--- config.mk ---
export PLATFORM = sky130hd
export DESIGN_NAME = dscs_top
export DESIGN_NICKNAME = d
export VERILOG_FILES = /design/src/include/dscs_pkg.sv /design/src/include/dscs_chan_if.sv /design/src/hw/dscs_chan_store.sv /design/src/hw/dscs_top.sv
export SDC_FILE = /design/constraint.sdc
export NUM_CORES = 2
export LEC_CHECK = 0
export BUFFER_PORTS_ARGS = -buffer_cell sky130_fd_sc_hd__buf_4
export CORE_MARGIN = 10
export CORE_UTILIZATION = 57
export CTS_CLUSTER_SIZE = 28
export DETAILED_ROUTE_END_ITERATION = 10
export PLACE_DENSITY = 0.78
export SETUP_SLACK_MARGIN = 0.02
export SLEW_MARGIN = 10
export SYNTH_ARGS = -nofsm -noshare
export SYNTH_HDL_FRONTEND = slang
export SYNTH_SLANG_ARGS = --single-unit
--- constraint.sdc ---
create_clock -name pclk -period 3.28 [get_ports pclk]
set_input_delay 0.492 -clock pclk [delete_from_list [all_inputs] [get_ports pclk]]
set_output_delay 0.492 -clock pclk [all_outputs]
set_load 0.01 [all_outputs]
--- src/include/dscs_pkg.sv ---
// Shared constants and types for the drive start sequence and channel select block.
package dscs_pkg;

    localparam int CLK_PERIOD_NS = 25;
    localparam int MS_TICK_NS    = 1000000;
    localparam int MS_TICK_CYC   = (MS_TICK_NS + CLK_PERIOD_NS - 1) / CLK_PERIOD_NS;

    localparam int NUM_CH  = 6;
    localparam int NUM_PAR = 6;
    localparam int WORD_W  = 16;

    localparam logic [2:0] CH_TERMINAL   = 3'h0;
    localparam logic [2:0] CH_HMI        = 3'h1;
    localparam logic [2:0] CH_MODBUS     = 3'h2;
    localparam logic [2:0] CH_CANOPEN    = 3'h3;
    localparam logic [2:0] CH_NETCARD    = 3'h4;
    localparam logic [2:0] CH_APPCARD    = 3'h5;
    localparam logic [2:0] BLK_MODBUS_P2 = 3'h6;

    localparam logic [2:0] PAR_CMD  = 3'h0;
    localparam logic [2:0] PAR_EXT  = 3'h1;
    localparam logic [2:0] PAR_SPD  = 3'h2;
    localparam logic [2:0] PAR_FRQ  = 3'h3;
    localparam logic [2:0] PAR_PID  = 3'h4;
    localparam logic [2:0] PAR_MUL  = 3'h5;

    localparam logic [11:0] REG_CTRL    = 12'h000;
    localparam logic [11:0] REG_TIMEOUT = 12'h004;
    localparam logic [11:0] REG_STATUS  = 12'h008;
    localparam logic [11:0] REG_FAULT   = 12'h00C;
    localparam logic [11:0] REG_ACT_CMD = 12'h010;
    localparam logic [11:0] REG_ACT_EXT = 12'h014;
    localparam logic [11:0] REG_ACT_SPD = 12'h018;
    localparam logic [11:0] REG_ACT_FRQ = 12'h01C;
    localparam logic [11:0] REG_ACT_PID = 12'h020;
    localparam logic [11:0] REG_ACT_MUL = 12'h024;
    localparam logic [11:0] REG_ACT_SEL = 12'h028;
    localparam logic [3:0]  CHAN_PAGE   = 4'h1;

    localparam int CTRL_W       = 18;
    localparam int CTRL_PROF    = 0;
    localparam int CTRL_SUPPLY  = 2;
    localparam int CTRL_CMD1    = 4;
    localparam int CTRL_CMD2    = 7;
    localparam int CTRL_REF1    = 10;
    localparam int CTRL_REF2    = 13;
    localparam int CTRL_CMD_SW  = 16;
    localparam int CTRL_REF_SW  = 17;
    localparam logic [17:0] CTRL_RST = 18'h00000;

    localparam logic [1:0] PROF_COMBINED = 2'h0;
    localparam logic [1:0] PROF_SPLIT    = 2'h1;
    localparam logic [1:0] PROF_IO       = 2'h2;

    localparam logic [1:0] SUP_SHARED    = 2'h0;
    localparam logic [1:0] SUP_SEPARATE  = 2'h1;
    localparam logic [1:0] SUP_CONTACTOR = 2'h2;

    localparam int CW_SWITCH_ON = 0;
    localparam int CW_EN_VOLT   = 1;
    localparam int CW_QSTOP     = 2;
    localparam int CW_EN_OP     = 3;
    localparam int CW_FRESET    = 7;

    localparam int SW_READY = 0;
    localparam int SW_SWON  = 1;
    localparam int SW_OPEN  = 2;
    localparam int SW_FAULT = 3;
    localparam int SW_VOLT  = 4;
    localparam int SW_QSTOP = 5;
    localparam int SW_SWDIS = 6;
    localparam logic [15:0] STATUS_MASK   = 16'h006F;
    localparam logic [15:0] ST_READY_CODE = 16'h0021;
    localparam logic [15:0] ST_OPEN_CODE  = 16'h0027;

    localparam logic [7:0]  FAULT_NONE       = 8'h00;
    localparam logic [7:0]  MAINS_LOSS_FAULT = 8'h01;
    localparam logic [15:0] TIMEOUT_RST      = 16'h0064;

    typedef enum logic [5:0] {
        ST_NOT_READY = 6'h01,
        ST_SW_DIS    = 6'h02,
        ST_READY     = 6'h04,
        ST_SW_ON     = 6'h08,
        ST_OP_EN     = 6'h10,
        ST_FAULT     = 6'h20
    } dscs_state_t;

endpackage : dscs_pkg

--- src/include/dscs_chan_if.sv ---
// Link between the sequencer and the per-channel parameter store.
`timescale 1ns/1ps
interface dscs_chan_if;
    logic        wr_en;
    logic [2:0]  wr_ch;
    logic [2:0]  wr_par;
    logic [15:0] wr_data;
    logic [2:0]  rd_ch;
    logic [2:0]  rd_par;
    logic [15:0] rd_data;
    logic [2:0]  cmd_ch;
    logic [2:0]  ref_ch;
    logic [15:0] act_cmd;
    logic [15:0] act_ext;
    logic [15:0] act_spd;
    logic [15:0] act_frq;
    logic [15:0] act_pid;
    logic [15:0] act_mul;

    modport ctrl (output wr_en, wr_ch, wr_par, wr_data, rd_ch, rd_par, cmd_ch, ref_ch,
                  input rd_data, act_cmd, act_ext, act_spd, act_frq, act_pid, act_mul);
    modport store (input wr_en, wr_ch, wr_par, wr_data, rd_ch, rd_par, cmd_ch, ref_ch,
                   output rd_data, act_cmd, act_ext, act_spd, act_frq, act_pid, act_mul);
endinterface : dscs_chan_if

--- src/hw/dscs_chan_store.sv ---
// Per-channel store of the last written command and reference words.
`timescale 1ns/1ps
module dscs_chan_store
    import dscs_pkg::*;
#(
    parameter int N_CH  = NUM_CH,
    parameter int N_PAR = NUM_PAR
) (
    input logic              pclk,
    input logic              presetn,
    dscs_chan_if.store       bus
);

    typedef struct packed {
        logic [N_CH-1:0][N_PAR-1:0][WORD_W-1:0] word;
    } dscs_store_t;

    dscs_store_t s_q;
    dscs_store_t s_d;

    // Out-of-range selects read as zero so a stray code never aliases a channel.
    function automatic logic [15:0] pick(input dscs_store_t s, input logic [2:0] ch,
                                         input logic [2:0] par);
        if (int'(ch) < N_CH && int'(par) < N_PAR) begin
            return s.word[ch][par];
        end
        return 16'h0000;
    endfunction : pick

    always_comb begin
        s_d = s_q;
        if (bus.wr_en && int'(bus.wr_ch) < N_CH && int'(bus.wr_par) < N_PAR) begin
            s_d.word[bus.wr_ch][bus.wr_par] = bus.wr_data;
        end
    end

    always_ff @(posedge pclk or negedge presetn) begin
        if (!presetn) begin
            s_q <= '0;
        end else begin
            s_q <= s_d;
        end
    end

    assign bus.rd_data = pick(s_q, bus.rd_ch, bus.rd_par);
    assign bus.act_cmd = pick(s_q, bus.cmd_ch, PAR_CMD);
    assign bus.act_spd = pick(s_q, bus.ref_ch, PAR_SPD);
    assign bus.act_frq = pick(s_q, bus.ref_ch, PAR_FRQ);
    assign bus.act_ext = pick(s_q, bus.cmd_ch, PAR_EXT);
    assign bus.act_pid = pick(s_q, bus.ref_ch, PAR_PID);
    assign bus.act_mul = pick(s_q, bus.ref_ch, PAR_MUL);
endmodule : dscs_chan_store

--- src/hw/dscs_top.sv ---
// Drive start sequencer with command and reference channel selection behind APB.
`timescale 1ns/1ps
// Overview of operation
// - Enable operation from ready goes directly.
// - Motor runs only with nonzero reference.
// - Shutdown reaches ready without power supply.
// - Voltage bit shows supply; 21 or 31.
// - Supply absent in switched on past timeout gives mains fault.
// - Switch-on closes line contactor when configured.
// - Six source channels are supported.
// - Both Modbus ports form one channel.
// - Channels chosen by configuration or switching.
// - Only control and references are switched.
// - Last value per channel stays readable.
// - Combined mode uses one channel for both.
// - Split mode allows different channels.
// - I/O profile always works split.
// - Combined switch moves command and reference.
// - Split switches act independently.
// - Status masked by 6F identifies state.
module dscs_top
    import dscs_pkg::*;
#(
    parameter int MS_TICK_CYCLES = MS_TICK_CYC
) (
    input  logic        pclk,
    input  logic        presetn,
    input  logic        psel,
    input  logic        penable,
    input  logic        pwrite,
    input  logic [11:0] paddr,
    input  logic [31:0] pwdata,
    output logic        pready,
    output logic [31:0] prdata,
    output logic        pslverr,
    input  logic        supply_present,
    input  logic        term_cmd_switch,
    input  logic        term_ref_switch,
    output logic        line_contactor_close,
    output logic        motor_run
);

    typedef struct packed {
        logic [CTRL_W-1:0] ctrl;
        logic [15:0]       timeout;
        dscs_state_t       state;
        logic [15:0]       status;
        logic [7:0]        fault_code;
        logic [15:0]       tick_cnt;
        logic [15:0]       loss_ms;
        logic              freset_prev;
        logic              pready;
        logic [31:0]       prdata;
        logic              pslverr;
        logic              contactor;
        logic              run;
    } dscs_regs_t;

    dscs_regs_t  s_q;
    dscs_regs_t  s_d;
    dscs_chan_if chan ();

    logic        setup;
    logic        access;
    logic        chan_hit;
    logic        tick;
    logic        sw_cmd;
    logic        sw_ref;
    logic        split;
    logic [2:0]  ref_sel;
    logic [2:0]  cmd_sel;
    logic [15:0] cw;
    logic        ref_nonzero;
    logic        loss_expired;
    logic [31:0] rd_word;
    logic        rd_ok;

    function automatic logic is_shutdown(input logic [15:0] w);
        return w[CW_EN_VOLT] && w[CW_QSTOP] && !w[CW_SWITCH_ON];
    endfunction : is_shutdown

    function automatic logic is_switch_on(input logic [15:0] w);
        return w[CW_EN_VOLT] && w[CW_QSTOP] && w[CW_SWITCH_ON] && !w[CW_EN_OP];
    endfunction : is_switch_on

    function automatic logic is_enable(input logic [15:0] w);
        return w[CW_EN_VOLT] && w[CW_QSTOP] && w[CW_SWITCH_ON] && w[CW_EN_OP];
    endfunction : is_enable

    // Quick stop is folded into disable voltage; there is no quick stop active state.
    function automatic logic is_disable(input logic [15:0] w);
        return !w[CW_EN_VOLT] || !w[CW_QSTOP];
    endfunction : is_disable

    function automatic logic [15:0] status_of(input dscs_state_t st, input logic volt);
        logic [15:0] w;
        w = 16'h0000;
        w[SW_VOLT] = volt;
        case (st)
            ST_SW_DIS: w[SW_SWDIS] = 1'b1;
            ST_READY: begin
                w[SW_QSTOP] = 1'b1;
                w[SW_READY] = 1'b1;
            end
            ST_SW_ON: begin
                w[SW_QSTOP] = 1'b1;
                w[SW_SWON]  = 1'b1;
                w[SW_READY] = 1'b1;
            end
            ST_OP_EN: begin
                w[SW_QSTOP] = 1'b1;
                w[SW_OPEN]  = 1'b1;
                w[SW_SWON]  = 1'b1;
                w[SW_READY] = 1'b1;
            end
            ST_FAULT: w[SW_FAULT] = 1'b1;
            default: w[SW_VOLT] = volt;
        endcase
        return w;
    endfunction : status_of

    assign setup  = psel && !penable;
    assign access = psel && penable && s_q.pready;
    assign chan_hit = paddr[11:8] == CHAN_PAGE && paddr[7:5] <= BLK_MODBUS_P2
                      && paddr[4:2] <= PAR_MUL && paddr[1:0] == 2'h0;

    assign chan.wr_en   = access && pwrite && chan_hit;
    assign chan.wr_ch   = (paddr[7:5] == BLK_MODBUS_P2) ? CH_MODBUS : paddr[7:5];
    assign chan.wr_par  = paddr[4:2];
    assign chan.wr_data = pwdata[15:0];
    assign chan.rd_ch   = chan.wr_ch;
    assign chan.rd_par  = paddr[4:2];

    assign sw_cmd = s_q.ctrl[CTRL_CMD_SW] || term_cmd_switch;
    assign sw_ref = s_q.ctrl[CTRL_REF_SW] || term_ref_switch;
    assign split  = s_q.ctrl[CTRL_PROF+:2] != PROF_COMBINED;
    assign ref_sel = sw_ref ? s_q.ctrl[CTRL_REF2+:3] : s_q.ctrl[CTRL_REF1+:3];
    assign cmd_sel = sw_cmd ? s_q.ctrl[CTRL_CMD2+:3] : s_q.ctrl[CTRL_CMD1+:3];
    assign chan.cmd_ch = split ? cmd_sel : ref_sel;
    assign chan.ref_ch = ref_sel;

    assign cw          = chan.act_cmd;
    assign ref_nonzero = chan.act_frq != 16'h0000 || chan.act_spd != 16'h0000;
    assign tick        = s_q.tick_cnt == 16'(MS_TICK_CYCLES - 1);
    assign loss_expired = s_q.state == ST_SW_ON && !supply_present && s_q.loss_ms >= s_q.timeout;

    always_comb begin
        rd_ok   = 1'b1;
        rd_word = 32'h00000000;
        if (chan_hit) begin
            rd_word = {16'h0000, chan.rd_data};
        end else begin
            case (paddr)
                REG_CTRL:    rd_word = {14'h0000, s_q.ctrl};
                REG_TIMEOUT: rd_word = {16'h0000, s_q.timeout};
                REG_STATUS:  rd_word = {16'h0000, s_q.status};
                REG_FAULT:   rd_word = {24'h000000, s_q.fault_code};
                REG_ACT_CMD: rd_word = {16'h0000, chan.act_cmd};
                REG_ACT_EXT: rd_word = {16'h0000, chan.act_ext};
                REG_ACT_SPD: rd_word = {16'h0000, chan.act_spd};
                REG_ACT_FRQ: rd_word = {16'h0000, chan.act_frq};
                REG_ACT_PID: rd_word = {16'h0000, chan.act_pid};
                REG_ACT_MUL: rd_word = {16'h0000, chan.act_mul};
                REG_ACT_SEL: rd_word = {26'h0000000, chan.ref_ch, chan.cmd_ch};
                default:     rd_ok = 1'b0;
            endcase
        end
    end

    always_comb begin
        s_d = s_q;
        s_d.pready  = setup;
        s_d.pslverr = 1'b0;
        if (setup) begin
            s_d.prdata  = rd_word;
            // Only the two writable registers and the channel page accept writes.
            s_d.pslverr = !rd_ok || (pwrite && !chan_hit && paddr != REG_CTRL && paddr != REG_TIMEOUT);
        end
        if (access && pwrite && !s_q.pslverr) begin
            if (paddr == REG_CTRL) begin
                s_d.ctrl = pwdata[CTRL_W-1:0];
            end
            if (paddr == REG_TIMEOUT) begin
                s_d.timeout = pwdata[15:0];
            end
        end

        s_d.tick_cnt = tick ? 16'h0000 : s_q.tick_cnt + 16'h0001;
        if (s_q.state != ST_SW_ON || supply_present) begin
            s_d.loss_ms = 16'h0000;
        end else if (tick && s_q.loss_ms != 16'hFFFF) begin
            s_d.loss_ms = s_q.loss_ms + 16'h0001;
        end

        s_d.freset_prev = cw[CW_FRESET];
        case (s_q.state)
            ST_NOT_READY: s_d.state = ST_SW_DIS;
            ST_SW_DIS: begin
                if (is_shutdown(cw)) begin
                    s_d.state = ST_READY;
                end
            end
            ST_READY: begin
                if (is_disable(cw)) begin
                    s_d.state = ST_SW_DIS;
                end else if (is_enable(cw)) begin
                    s_d.state = ST_OP_EN;
                end else if (is_switch_on(cw)) begin
                    s_d.state = ST_SW_ON;
                end
            end
            ST_SW_ON: begin
                if (loss_expired) begin
                    s_d.state      = ST_FAULT;
                    s_d.fault_code = MAINS_LOSS_FAULT;
                end else if (is_disable(cw)) begin
                    s_d.state = ST_SW_DIS;
                end else if (is_shutdown(cw)) begin
                    s_d.state = ST_READY;
                end else if (is_enable(cw)) begin
                    s_d.state = ST_OP_EN;
                end
            end
            ST_OP_EN: begin
                if (is_disable(cw)) begin
                    s_d.state = ST_SW_DIS;
                end else if (is_shutdown(cw)) begin
                    s_d.state = ST_READY;
                end else if (is_switch_on(cw)) begin
                    s_d.state = ST_SW_ON;
                end
            end
            ST_FAULT: begin
                // Reset acts on the rising edge only, so a held bit cannot mask a new fault.
                if (cw[CW_FRESET] && !s_q.freset_prev) begin
                    s_d.state      = ST_SW_DIS;
                    s_d.fault_code = FAULT_NONE;
                end
            end
            default: s_d.state = ST_NOT_READY;
        endcase

        s_d.status = status_of(s_d.state, supply_present);
        s_d.contactor = s_q.ctrl[CTRL_SUPPLY+:2] == SUP_CONTACTOR
                        && (s_d.state == ST_SW_ON || s_d.state == ST_OP_EN);
        s_d.run = s_d.state == ST_OP_EN && ref_nonzero;
    end

    always_ff @(posedge pclk or negedge presetn) begin
        if (!presetn) begin
            s_q             <= '0;
            s_q.ctrl        <= CTRL_RST;
            s_q.timeout     <= TIMEOUT_RST;
            s_q.state       <= ST_NOT_READY;
            s_q.fault_code  <= FAULT_NONE;
        end else begin
            s_q <= s_d;
        end
    end

    dscs_chan_store #(
        .N_CH  (NUM_CH),
        .N_PAR (NUM_PAR)
    ) u_store (
        .pclk    (pclk),
        .presetn (presetn),
        .bus     (chan)
    );

    assign pready               = s_q.pready;
    assign prdata               = s_q.prdata;
    assign pslverr              = s_q.pslverr;
    assign line_contactor_close = s_q.contactor;
    assign motor_run            = s_q.run;
endmodule : dscs_top

==> reports/results.ini <==
[global_route]
grt_pass1_wl_um = 199000
overflow = 0
grt_pass1_vias = 30200
grt_start_max_net_pins = 140
grtUsageTotal = 0.354
grt_antenna_before_repair = 5

[power]
power_frac_seq = 0.461
p_comb_frac = 0.063
switching_power_uw = 4450
p_clk_frac = 0.476
powerDensity_nw_per_um2 = 429
p_leak_uw = 0.0197
vdd_drop_max_mv = 0.435
p_int_uw = 13800
power_uw = 18300
switching_share = 0.244

[route]
met1_length_um = 49400
vias = 29700
met3_length_um = 16300
drt_first_pass_iters = 6
drtAntennaViolNets = 0
totalWireLength_um = 134000
wl_met2_um = 59900
topRoutingLayerUsed = met5
via_per_inst = 7.10
drt-initial-drc-count = 4066
wl_per_cell_um = 32.1
drc = 0

[cells_and_area]
regArea_um2 = 17000
layout.cells.non_filler = 4175
drive_gt1_frac = 0.402
finalNetCount = 3330
fillCellCount = 4778
final_cell_mix = dfrtp_1 (673), mux2_2 (666), buf_4 (322), nand2_1 (278), a21oi_1 (148)
final_common_cell = dfrtp_1
syn2layout_area_growth_pct = 15.6
multiInputGateArea_um2 = 18600
fin_util = 0.664

[yosys]
yosys_warnings = 0
ys_seq_area_frac = 0.460
synth_cells = 3086
ys_types = 82
async_flop_share = 1.00
ys_ff_latch = 678
synth-main-ff-cell = dfrtp_1
synth_area_per_cell_um2 = 12.0
syn_area_um2 = 36900
synth_edf_count = 0

[critical_path]
crit_path_top_delay_cell = a2111oi_1
cpMostUsedCell = buf_4
start_kind = flip-flop
worstPathCellList = buf_4 -> o21ai_1 -> nand2_4 -> buf_6 -> buf_12 -> buf_4 -> nand2_1 -> a21oi_1 -> a2111oi_1 -> o2111ai_1 -> o32a_1
cp.required_ns = 3.80
worst-setup-path-type = reg2reg
cp.arrival_ns = 3.86
worstPathMaxFanout = 20
endpoint_kind = flip-flop
critPathMaxStageDelay_ns = 0.61

[die]
die_h_um = 274
initial_core_util = 0.574
die_w_um = 274
io-pin-count = 88
core-area_um2 = 64200
dieArea_um2 = 75300
rows = 93

[cts]
clockBufferDepth = 3
cts_root_buffer = clkbuf_16
cts.clk_slew.worst_paths_ns = 0.07
cts_tree = done
cts_sinks = 678
cts_buffers = 74
clock_latency_ns = 0.64
htree_levels = 3

[sta]
period_needed_ns = 3.35
rsz0062_at_grt = true
drv_slew = 0
finClkSkew_ns = 0.0249
fin_crit_sh = 1.02
fin_setup_tns_ns = -0.0658
tightest_slew_ns = 1.13
layout_setup_ws_ns = -0.0658
relSlewSlack = 0.242
setup_viol = 1
max_freq_mhz = 299
finalHoldViolations = 0

[outcome]
violations = setup timing
status = finished, violations left

[place]
io_buffer_count = 59
dp_hpwl_um = 92300
pre_cts_ws_ns = -0.223
dp.cells = 4034
gp_congestion = 1.00

[min_path]
min_path_type = in2reg

[flow_run]
drv_cap = 0

worst max-delay path: cells and delay by family (launching register included):
kind                   cells  cell delay, ns
AO/OA/AOI/OAI              5            1.73
buffers and inverters      4            0.77
flip-flops                 1            0.44
AND/OR/NAND/NOR            2            0.25
Yosys cell counts (11+ instances only):
library cell	instances	area, um^2
o22ai_1	42	263
nand3_1	47	235
clkbuf_1	154	578
a211oi_1	17	128
nand2_1	280	1050
dfrtp_1	674	16900
xnor2_1	13	114
o211ai_1	27	203
nand2b_1	11	68.8
mux4_2	121	2730
or3_1	16	100
nor3_1	25	125
o21ai_0	70	350
inv_1	30	113
nor2_1	109	409
buf_2	67	335
a31oi_1	16	100
mux2_2	666	7500
buf_4	50	375
mux2i_1	116	1160
a221oi_1	43	377
a221o_1	46	460
a22oi_1	32	240
xor2_1	14	123
and3_1	21	131
a21oi_1	148	741
nor4_1	18	113
nand4_1	17	106
ha_1	18	225
worst paths after layout:
kind,from,to,slack [ns],depth (start not counted)
worst max-delay path,s_q[132],prdata[1],-0.07,11
worst max register to register,s_q[132],prdata[1],-0.07,11
worst min-delay path,pwdata[16],s_q[131],0.12,2
min in group asynchronous,presetn,u_store.s_q[459],0.38,2
worst min register to register,prdata[16],prdata[16],0.47,2
max in group asynchronous,presetn,u_store.s_q[239],1.73,4
power by group through the flow:
stage / logic (uW) / clock network (uW) / registers [uW]
floorplan: 522 / 0 / 8560
global placement: 1100 / 0 / 8580
detailed placement: 1120 / 0 / 8580
CTS: 1130 / 8750 / 8430
global route: 1210 / 9110 / 8430
finish: 1150 / 8700 / 8430
repair_timing:
| item | 4_1_cts | 5_1_grt |
|---|---|---|
| resized for setup | 2 | 20 |
| endpoints found under the setup margin | 2 | 13 |
| setup buffers | 0 | 3 |
| hold buffers | 2 | 0 |
| endpoints found under the hold margin | 43 | 0 |
| pin swaps | 1 | 7 |
stage by stage:
step                hold WS [ns]  cell area, um^2
floorplan                  0.196            36900
global placement           0.442            40000
detailed placement         0.450            40000
CTS                        0.102            42500
global route              0.0998            42600
finish                     0.115            42600
kinds of logic (layout without fill, tap and decap cells):
kind of cell    Yosys count  count (layout)  synth area share
mux                     904             904             0.309
flops                   678             678             0.460
simple gates            601             601            0.0767
compound gates          540             540             0.101
buf+inv                 317             536            0.0407
xor+xnor                 27              27           0.00641
fa+ha+maj                18              18           0.00610
other cells               1              16          0.000102
layout make-up:
cell class | instances | share of cell area
Inverter | 31 | 0.00273
Tap cell | 855 | 0.0251
Timing Repair Buffer | 371 | 0.0785
Clock inverter | 29 | 0.00810
Clock buffer | 105 | 0.0509
Multi-Input combinational cell | 2104 | 0.437
Sequential cell | 678 | 0.398
Antenna cell | 2 | 0.000117
state kept, by name, indices dropped and copies added, names as in the netlist:
name,flops
s_q,80
motor_run,1
u_store.s_q,576
pslverr,1
prdata,18
line_contactor_close,1
pready,1
layer usage:
metal  vias up  GRT usage
met5         -          0
met4         6      0.201
met3       525      0.103
met2      2181      0.537
met1     15100      0.451
li1      11900          -
Note: power is estimated with default switching activity, not from simulation.
